`config.mk`:
```
export PLATFORM = sky130hd
export DESIGN_NAME = pmt_timer
export DESIGN_NICKNAME = d
export VERILOG_FILES = /design/src/hdl/pmt_pkg.sv /design/src/hdl/pmt_prescaler.sv /design/src/hdl/pmt_timer.sv
export SDC_FILE = /design/constraint.sdc
export NUM_CORES = 1
export LEC_CHECK = 0
export BUFFER_PORTS_ARGS = -buffer_cell sky130_fd_sc_hd__buf_4
export CAP_MARGIN = 20
export CORE_UTILIZATION = 40
export CTS_BUF_LIST = sky130_fd_sc_hd__clkbuf_4
export DETAILED_ROUTE_END_ITERATION = 10
export SETUP_SLACK_MARGIN = 0.02
export SYNTH_ARGS = -nofsm -noshare
export SYNTH_HDL_FRONTEND = slang
export SYNTH_SLANG_ARGS = --single-unit
```
`constraint.sdc`:
```
create_clock -name CLOCK -period 2.3 [get_ports CLOCK]
set_input_delay 0.46 -clock CLOCK [delete_from_list [all_inputs] [get_ports CLOCK]]
set_output_delay 0.46 -clock CLOCK [all_outputs]
set_load 0.03 [all_outputs]
```
`src/hdl/pmt_pkg.sv`:
```
// package: register map, field layout and reset values of the period match timer
package pmt_pkg;
    localparam int          ADDR_W          = 4;
    localparam int          DATA_W          = 8;
    localparam logic [3:0]  OFF_CONTROL     = 4'h0;
    localparam logic [3:0]  OFF_PERIOD      = 4'h1;
    localparam logic [3:0]  OFF_COUNT       = 4'h2;
    localparam logic [3:0]  OFF_INT_STATUS  = 4'h3;
    localparam logic [3:0]  OFF_INT_MASK    = 4'h4;
    localparam logic [3:0]  OFF_POST_COUNT  = 4'h5;
    localparam int          POST_LO         = 3;
    localparam int          POST_HI         = 6;
    localparam int          ON_BIT          = 2;
    localparam int          PRE_LO          = 0;
    localparam int          PRE_HI          = 1;
    localparam logic [7:0]  CONTROL_RST     = 8'h00;
    localparam logic [7:0]  CONTROL_WMASK   = 8'h7F;
    localparam logic [7:0]  PERIOD_RST      = 8'hFF;
    localparam logic [7:0]  COUNT_RST       = 8'h00;
    localparam logic [1:0]  PRE_DIV1        = 2'h0;
    localparam logic [1:0]  PRE_DIV4        = 2'h1;
    localparam logic [3:0]  PRE_LAST_DIV4   = 4'h3;
    localparam logic [3:0]  PRE_LAST_DIV16  = 4'hF;
    localparam int          IRQ_MATCH       = 0;
    localparam int          IRQ_POST        = 1;
    localparam logic [1:0]  IRQ_RST         = 2'h0;
endpackage

```
`src/hdl/pmt_prescaler.sv`:
```
// module: clock prescaler producing one-cycle tick pulses
module pmt_prescaler (
    input  wire logic       CLOCK,
    input  wire logic       RESET,
    input  wire logic       ENABLE,
    input  wire logic [1:0] SELECT,
    output logic            TICK
);
    import pmt_pkg::*;

    logic [3:0] pre_cnt_r;
    logic [3:0] last;

    // terminal count for the chosen ratio; code 1x means divide by 16
    always_comb begin
        case (SELECT)
            PRE_DIV1: last = 4'h0;
            PRE_DIV4: last = PRE_LAST_DIV4;
            default:  last = PRE_LAST_DIV16;
        endcase
    end

    // counter cleared while off so every start sees a full prescale period
    always_ff @(posedge CLOCK or posedge RESET) begin
        if (RESET) begin
            pre_cnt_r <= 4'h0;
        end else if (!ENABLE || pre_cnt_r >= last) begin
            pre_cnt_r <= 4'h0;
        end else begin
            pre_cnt_r <= pre_cnt_r + 4'h1;
        end
    end

    assign TICK = ENABLE && (pre_cnt_r >= last);
endmodule // pmt_prescaler

```
`src/hdl/pmt_timer.sv`:
```
// module: 8-bit period match timer with prescaler, postscaler and register port
//
// Functional notes
// control bits 6..3 select postscale 1:1 up to 1:16, code plus one.
// 8-bit period register, readable and writable at any time.
// when on, count advances per tick up to period, then wraps to 00h.
// period register resets to FFh.
// pre-postscaler match goes only to PWM compare modules as time base; here it also sets status bit 0.
// match is not offered as serial port baud clock.
// prescale bits 1..0 divide 1/4/16; bit 2 turns the timer on.
//
// register map, one 8-bit register per ADDR index:
//   0 control  bit 7 reads 0, bits 6..3 postscale code, bit 2 on, bits 1..0 prescale
//   1 period   match value, FFh after reset, may be rewritten while counting
//   2 count    live counter value, a write beats a tick in the same cycle
//   3 status   bit 0 match seen, bit 1 postscale seen; write one to clear
//   4 mask     same layout as status; IRQ is high while status and mask share a bit
//   5 postcnt  matches gathered toward the next postscale pulse, read only
//   other      reads return zero, writes are dropped
//
// timing:
//   a tick comes every 1, 4 or 16 clocks while the timer is on
//   the count steps 0, 1 .. period, then back to zero on the next tick
//   so the time base pulse repeats every (period + 1) * prescale clocks
//   and the postscale pulse every (code + 1) time base pulses
//   both pulses stand for one clock; postscale trails its match by one clock
//   read data stand for the one clock after the strobe and are zero otherwise
//   strobes may come back to back; every write lands on the edge it is taken
//
// trade-offs and limitations:
//   turning the timer off clears prescale and postscale progress but keeps
//   the count, so a restart resumes where it stopped
//   a period written below the live count lets the counter run up to FFh
//   and roll over before the next match, since only equality is compared
//   the match pulse is registered, which costs one clock of latency but
//   keeps the time base free of glitches for the pwm side
//   a clear and a new event in the same cycle leave the flag set, so no
//   event is ever lost to a late clear
//
// The placing of the registers and the plain strobed port were chosen for this implementation.
module pmt_timer (
    input  wire logic                       CLOCK,
    input  wire logic                       RESET,
    input  wire logic [pmt_pkg::ADDR_W-1:0] ADDR,
    input  wire logic [pmt_pkg::DATA_W-1:0] WDATA,
    input  wire logic                       WR,
    input  wire logic                       RD,
    output logic      [pmt_pkg::DATA_W-1:0] RDATA,
    output logic                            PWM_TIME_BASE,
    output logic      [pmt_pkg::DATA_W-1:0] TIMER_COUNT,
    output logic                            POST_EVENT,
    output logic                            IRQ
);
    import pmt_pkg::*;

    // state held in flip-flops
    logic [7:0] control_r;
    logic [7:0] period_r;
    logic [7:0] count_r;
    logic [3:0] post_cnt_r;
    logic [1:0] status_r;
    logic [1:0] mask_r;
    logic       match_r;
    logic       post_r;
    logic [7:0] rdata_r;

    // combinational helpers
    logic       tick;
    logic       timer_on;
    logic       at_period;
    logic       post_done;
    logic [1:0] events;
    logic [3:0] post_sel;
    logic       wr_control;
    logic       wr_period;
    logic       wr_count;
    logic       wr_status;
    logic       wr_mask;
    logic [7:0] rdata_nxt;

    assign timer_on  = control_r[ON_BIT];
    assign post_sel  = control_r[POST_HI:POST_LO];
    assign at_period = (count_r == period_r);

    // write decodes; an unmapped index matches none of them and is dropped
    assign wr_control = WR && (ADDR == OFF_CONTROL);
    assign wr_period  = WR && (ADDR == OFF_PERIOD);
    assign wr_count   = WR && (ADDR == OFF_COUNT);
    assign wr_status  = WR && (ADDR == OFF_INT_STATUS);
    assign wr_mask    = WR && (ADDR == OFF_INT_MASK);

    ////////////////////////////////////////////////////////////////////////////
    // prescaler
    pmt_prescaler u_pre (
        .CLOCK  (CLOCK),
        .RESET  (RESET),
        .ENABLE (timer_on),
        .SELECT (control_r[PRE_HI:PRE_LO]),
        .TICK   (tick)
    );

    ////////////////////////////////////////////////////////////////////////////
    // control register; bit 7 is unimplemented and reads zero
    always_ff @(posedge CLOCK or posedge RESET) begin
        if (RESET) begin
            control_r <= CONTROL_RST;
        end else if (wr_control) begin
            control_r <= WDATA & CONTROL_WMASK;
        end
    end

    // period register, writable at any time, even while counting
    always_ff @(posedge CLOCK or posedge RESET) begin
        if (RESET) begin
            period_r <= PERIOD_RST;
        end else if (wr_period) begin
            period_r <= WDATA;
        end
    end

    ////////////////////////////////////////////////////////////////////////////
    // counter; a software write wins over a tick so the new value sticks
    always_ff @(posedge CLOCK or posedge RESET) begin
        if (RESET) begin
            count_r <= COUNT_RST;
        end else if (wr_count) begin
            count_r <= WDATA;
        end else if (tick) begin
            count_r <= at_period ? COUNT_RST : count_r + 8'h01;
        end
    end

    ////////////////////////////////////////////////////////////////////////////
    // match pulse taken before the postscaler, one cycle per wrap
    always_ff @(posedge CLOCK or posedge RESET) begin
        if (RESET) begin
            match_r <= 1'b0;
        end else begin
            match_r <= tick && at_period;
        end
    end

    ////////////////////////////////////////////////////////////////////////////
    // postscaler: counts matches, fires after post_sel+1 of them
    assign post_done = match_r && (post_cnt_r >= post_sel);

    always_ff @(posedge CLOCK or posedge RESET) begin
        if (RESET) begin
            post_cnt_r <= 4'h0;
        end else if (!timer_on || post_done) begin
            post_cnt_r <= 4'h0;
        end else if (match_r) begin
            post_cnt_r <= post_cnt_r + 4'h1;
        end
    end

    always_ff @(posedge CLOCK or posedge RESET) begin
        if (RESET) begin
            post_r <= 1'b0;
        end else begin
            post_r <= post_done;
        end
    end

    ////////////////////////////////////////////////////////////////////////////
    // interrupt status: sticky, write one to clear, a new event wins
    assign events[IRQ_MATCH] = match_r;
    assign events[IRQ_POST]  = post_done;

    always_ff @(posedge CLOCK or posedge RESET) begin
        if (RESET) begin
            status_r <= IRQ_RST;
        end else if (wr_status) begin
            status_r <= (status_r & ~WDATA[1:0]) | events;
        end else begin
            status_r <= status_r | events;
        end
    end

    always_ff @(posedge CLOCK or posedge RESET) begin
        if (RESET) begin
            mask_r <= IRQ_RST;
        end else if (wr_mask) begin
            mask_r <= WDATA[1:0];
        end
    end

    ////////////////////////////////////////////////////////////////////////////
    // read mux; zero when idle so the bus can be or-ed with other slaves
    always_comb begin
        rdata_nxt = 8'h00;
        if (RD) begin
            case (ADDR)
                OFF_CONTROL:    rdata_nxt = control_r;
                OFF_PERIOD:     rdata_nxt = period_r;
                OFF_COUNT:      rdata_nxt = count_r;
                OFF_INT_STATUS: rdata_nxt = {6'h00, status_r};
                OFF_INT_MASK:   rdata_nxt = {6'h00, mask_r};
                OFF_POST_COUNT: rdata_nxt = {4'h0, post_cnt_r};
                default:        rdata_nxt = 8'h00;
            endcase
        end
    end

    // read data registered, valid only in the cycle after the strobe
    always_ff @(posedge CLOCK or posedge RESET) begin
        if (RESET) begin
            rdata_r <= 8'h00;
        end else begin
            rdata_r <= rdata_nxt;
        end
    end

    ////////////////////////////////////////////////////////////////////////////
    // outputs; data outputs come from flip-flops, the irq level from registers
    // the match reaches the pwm side and status bit 0; no baud clock output exists
    assign PWM_TIME_BASE = match_r;
    assign TIMER_COUNT   = count_r;
    assign POST_EVENT    = post_r;
    assign RDATA         = rdata_r;
    assign IRQ           = |(status_r & mask_r);
endmodule // pmt_timer

```
# Yosys cells after proc, flatten, opt, wreduce, memory -nomap -nowiden
# Cells that the tools add are included.
dict set report op_classes {
  add_sub_neg 3
  magnitude_cmp 2
  n_eq_ne 7
  mux 10
  n_bitwise 5
  reduce_logical 16
}
# op count
set ops {}
lappend ops {{one-hot mux 8 bit (6 select lines)} 1}
lappend ops {{two-way mux 8 bit} 4}
lappend ops {{two-way mux 4 bit} 3}
lappend ops {{adder 4 x 1 -> 4 bit, second input constant} 2}
lappend ops {{adder 8 x 1 -> 8 bit, second input constant} 1}
lappend ops {{equality test 4 x 2 -> 1 bit, second input constant} 2}
lappend ops {{equality test 4 x 3 -> 1 bit, second input constant} 2}
lappend ops {{equality test 8 bit} 1}
lappend ops {{>= comparator 4 bit} 2}
lappend ops {{logical AND 1 bit} 8}
lappend ops {{one-hot mux 4 bit (2 select lines)} 1}
lappend ops {{AND 2 bit} 2}
lappend ops {{equality test 4 x 1 -> 1 bit, second input constant} 1}
lappend ops {{zero test 4 bit} 1}
lappend ops {{bitwise OR 2 bit} 2}
lappend ops {{nonzero test 2 bit} 2}
lappend ops {{equality test 2 x 1 -> 1 bit, second input constant} 1}
lappend ops {{zero test 2 bit} 1}
lappend ops {{logical OR 1 bit} 2}
lappend ops {{two-way mux 2 bit} 1}
lappend ops {{NOT 2 bit} 1}
lappend ops {{OR reduction 2 bit} 1}
lappend ops {{zero test 1 bit} 1}
dict set report word_totals {
  ff_bits 45
  in_bits 16
  word_cells 53
}

# Logic depth before layout (Yosys ltp)
dict set report depth {
  depth_word 6
  mapped_depth 8
  ltp_nobuf 7
}

# By module
# From an unflattened synthesis, not the netlist that was laid out.
dict set report hier_totals {
  hier_cells 249
  hier_area_um2 2628.8
}
# module n_inst cells_per_inst area_each_um2 seq_area_each_um2
set by_module_without_submodules {}
lappend by_module_without_submodules {pmt_timer 1 221 2352.3 1036.0}
lappend by_module_without_submodules {pmt_prescaler 1 28 276.5 100.1}

# Worst setup path after synthesis
# OpenSTA, ideal clock, no wires.
dict set report synth_path {
  path_kind {register to register}
  startpoint {reg control_r[1]}
  endpoint {reg count_r[2], in the netlist TIMER_COUNT[2]}
  setup_ns 0.126
  arrival_ns 2.032
  required_ns 2.174
  setup_slack_ns 0.141
  path_stages_with_launch 9
  path_buffers 1
  cell_sequence {dfrtp_1 or2_2 ha_1 nand2b_1 a2111o_1 and3_1 buf_2 a32oi_1 o21ai_1}
}
dict set report synth_via {
  elab_chain_cells 5
}
# element line
set synth_lines {}
lappend synth_lines {{start, declared} pmt_timer.sv:57} ;# logic [7:0] control_r;
lappend synth_lines {{start signal, assigned} pmt_timer.sv:108} ;# control_r <= WDATA & CONTROL_WMASK;
lappend synth_lines {{equality test 2 x 1 -> 1 bit / zero test 2 bit (equally long branches)} pmt_prescaler.sv:16} ;# case (SELECT)
lappend synth_lines {{one-hot mux 4 bit (2 select lines) *} pmt_prescaler.sv:16}
lappend synth_lines {{>= comparator 4 bit *} pmt_prescaler.sv:34} ;# assign TICK = ENABLE && (pre_cnt_r >= last);
lappend synth_lines {{logical AND 1 bit *} pmt_prescaler.sv:34}
lappend synth_lines {{nonzero test 2 bit (no source line) *} --}
lappend synth_lines {{end signal, assigned} pmt_timer.sv:129} ;# count_r <= at_period ? COUNT_RST : count_r + 8'h01;
lappend synth_lines {{end, declared} pmt_timer.sv:59} ;# logic [7:0] count_r;
# Every way passes the cells marked *; elsewhere a longest branch is shown, timed or not.
# A chain may end at the register's enable or synchronous reset.

# Final worst setup path
dict set report layout_path {
  startpoint {reg control_r[1]}
  endpoint {reg count_r[5], in the netlist TIMER_COUNT[5]}
}
# Same word-level chain as after synthesis.

==> flow_summary.json <==
{
  "finClkSkew_ns": 0.00956,
  "syn_area_mm2": 0.00248,
  "hold_violations": 0,
  "cts_tree": "yes",
  "yosysWarnings": 0,
  "clockBufferDepth": 2,
  "rows": 28,
  "synth_top_family_by_area": "simple AND/OR/NAND/NOR gates",
  "fmax_mhz": 469,
  "wirelength_um": 5840,
  "intPower_w": 0.00148,
  "hold_class": "in2async",
  "n_fill_cell": 587,
  "clkTransAtPathRegs_ns": 0.13,
  "ys_ff_latch": 45,
  "synth_xor_xnor_area_share_pct": 4.59,
  "track_usage_pct": 20.1,
  "worstPathRequired_ns": 2.55,
  "die_area_mm2": 0.00652,
  "multi_input_area_mm2": 0.00127,
  "synthAdderAreaFrac_pct": 5.55,
  "ant_nets": 0,
  "power.leakage_nw": 1.33,
  "cts_hold_buf": 0,
  "rrSetupSlack_ns": 0.17,
  "async_flop_share_pct": 100,
  "io_pins": 35,
  "htree_num_levels": 2,
  "regArea_mm2": 0.00114,
  "cpPeakStageDelay_ns": 0.42,
  "synth-edff-count": 0,
  "end_kind": "flop",
  "tightest_slew_ns": 0.565,
  "cts_num_sinks": 45,
  "setup_violations": 0,
  "drv_cap": 0,
  "cts_buffers": 5,
  "start_kind": "flop",
  "syn_avg_cell_area_um2": 10.2,
  "rsz0062_at_grt": "false",
  "worst_path_dominant_cell_family": "simple AND/OR/NAND/NOR gates",
  "ir_worst_vdd_v": 0.000484,
  "synthFlopType": "dfrtp_1",
  "vias": 1943,
  "syn_inst": 243,
  "worst-setup-path-type": "reg2reg",
  "final_cell_mix": "38 x buf_4, 37 x dfrtp_1, 25 x nor2_1",
  "nets": 306,
  "placed_area_mm2": 0.00281,
  "grt_antenna_before_repair": 0,
  "hpwl_um": 4320,
  "fin_area_mm2": 0.00287,
  "gp_congestion": 0.867,
  "area_delta_synth_final_pct": 15.8,
  "layout_commonest_cell": "buf_4",
  "fin_crit_ns": 2.13,
  "core_mm2": 0.00596,
  "drcViolationCount": 0,
  "grt-ovfl-total": 0,
  "root_buffer": "clkbuf_4",
  "grt_pass1_wl_um": 9720,
  "tns_ns": 0,
  "fin_crit_sh_pct": 92.8,
  "worst_ep_arrival_time_ns": 2.38,
  "drive_gt1_share_pct": 21.5,
  "p_sw_share_pct": 40.0,
  "crit_buf_inv": 0,
  "clk_latency_ns": 0.35,
  "p_seq_share_pct": 47.8,
  "powerDensity_mw_per_mm2": 861,
  "pwr-share-comb_pct": 37.6,
  "drt_pass1_iterations": 5,
  "slowest_stage": "dfrtp_1",
  "outcome": "complete, no violations",
  "yosys.area_share.simple_pct": 18.2,
  "maxSlewHeadroom_pct": 62.3,
  "syn_nets": 270,
  "start_util_pct": 41.7,
  "pwr-share-clk_pct": 14.6,
  "dieHeight_um": 80.8,
  "synth-compound-area-share_pct": 12.0,
  "cp_max_fo": 8,
  "via_per_inst": 5.49,
  "synth_cell_type_count": 39,
  "finalMaxSlewViolations": 0,
  "diodes": 0,
  "wire_per_inst_um": 16.5,
  "port_buffers": 34,
  "p_switching_w": 0.000991,
  "ys_seq_area_share_pct": 45.8,
  "fp.dieW_um": 80.8,
  "drt-initial-drc-count": 105,
  "grt_max_degree": 46,
  "grt_pass1_vias": 1912,
  "fin_util_pct": 48.2,
  "worstPathCellList": "or2_2, ha_1, nand2b_1, a2111o_1, and3_4, a32oi_1, o21ai_1",
  "synthMuxAreaShare_pct": 10.7
}
[timing repair]
| item | in CTS | in global routing |
|---|---|---|
| endpoints found under the setup margin | 0 | 8 |
| gates resized for setup | 0 | 3 |
| setup buffers | 0 | 1 |
[layer usage]
layer | vias to the layer above | share of wire (%) | track usage [%]
li1 | 948 | - | -
met1 | 941 | 48 | 28.6
met2 | 47 | 46 | 31.6
met3 | 7 | 4.5 | 3.37
met4 | 0 | 1.3 | 5.71
met5 | - | 0 | 0
[cells by family (layout without fill, tap and decap cells)]
family	count (synthesis)	count (layout)
AND/OR/NAND/NOR	85	85
buffers and inverters	18	54
adder cells (fa/ha/maj)	11	11
flip-flops	45	45
AO/OA/AOI/OAI	47	47
multiplexers	24	24
XOR/XNOR	13	13
[Yosys cell counts, types with 7 or more instances]
master | n | area share [%]
nand3_1 | 8 | 1.6
a21oi_1 | 19 | 3.8
and3_1 | 7 | 1.8
ha_1 | 11 | 5.5
dfrtp_1 | 37 | 37
inv_1 | 9 | 1.4
dfstp_2 | 8 | 8.5
nor3_1 | 7 | 1.4
nor2_1 | 25 | 3.8
mux2_1 | 19 | 8.6
o21ai_1 | 7 | 1.4
nand2_1 | 15 | 2.3
xor2_1 | 10 | 3.5
[worst reg2reg max path: cells and delay by family (launching register included)]
kind	cells	cell delay [ns]
and+or+nand+nor	3	0.70
AOI/OAI and AO/OA	3	0.66
adders and majority gates	1	0.26
DFF	1	0.42
[path summary, 6_finish.rpt]
| path | startpoint | end | cells past startpoint |
|---|---|---|---|
| max in group asynchronous | RESET | control_r[0]$_DFFE_PP0P_ | 3 |
| min in group CLOCK | WDATA[4] | control_r[4]$_DFFE_PP0P_ | 2 |
| worst min-delay path | RESET | mask_r[1]$_DFFE_PP0P_ | 3 |
| worst min register to register | u_pre.pre_cnt_r[0]$_DFF_PP0_ | u_pre.pre_cnt_r[0]$_DFF_PP0_ | 1 |
| worst max register to register | control_r[1]$_DFFE_PP0P_ | TIMER_COUNT[5]$_DFFE_PP0P_ | 7 |
| worst max-delay path | control_r[1]$_DFFE_PP0P_ | TIMER_COUNT[5]$_DFFE_PP0P_ | 7 |
[registers in the layout, indices dropped and copies added (netlist names)]
register	count
POST_EVENT	1
PWM_TIME_BASE	1
RDATA	8
TIMER_COUNT	8
control_r	7
mask_r	2
period_r	8
post_cnt_r	4
status_r	2
u_pre.pre_cnt_r	4
[layout make-up]
class / count / area share (%)
Sequential cell: 45 / 39.5
Tap cell: 75 / 3.27
Clock buffer: 6 / 1.57
Timing Repair Buffer: 38 / 9.93
Clock inverter: 1 / 0.131
Inverter: 9 / 1.18
Multi-Input combinational cell: 180 / 44.4
[power groups by stage]
stage | combinational (W) | clock, W | sequential (W)
floorplan | 0.000517 | 0 | 0.00126
global placement | 0.000908 | 0 | 0.00120
detailed placement | 0.000917 | 0 | 0.00119
CTS | 0.000923 | 0.000377 | 0.00118
global route | 0.00105 | 0.000408 | 0.00120
finish | 0.000931 | 0.000362 | 0.00118
[per-stage QoR]
step	setup slack [ns]	hold WS [ns]	cells	total power, W
3_3_place_gp	0.0882	0.486	346	0.00211
4_1_cts	0.0398	0.258	353	0.00248
5_1_grt	0.0624	0.272	354	0.00266
6_report	0.166	0.237	354	0.00247
3_5_place_dp	0.0522	0.490	346	0.00211
2_1_floorplan	0.141	0.451	243	0.00177
No activity file was read; power rests on OpenSTA's default activity.
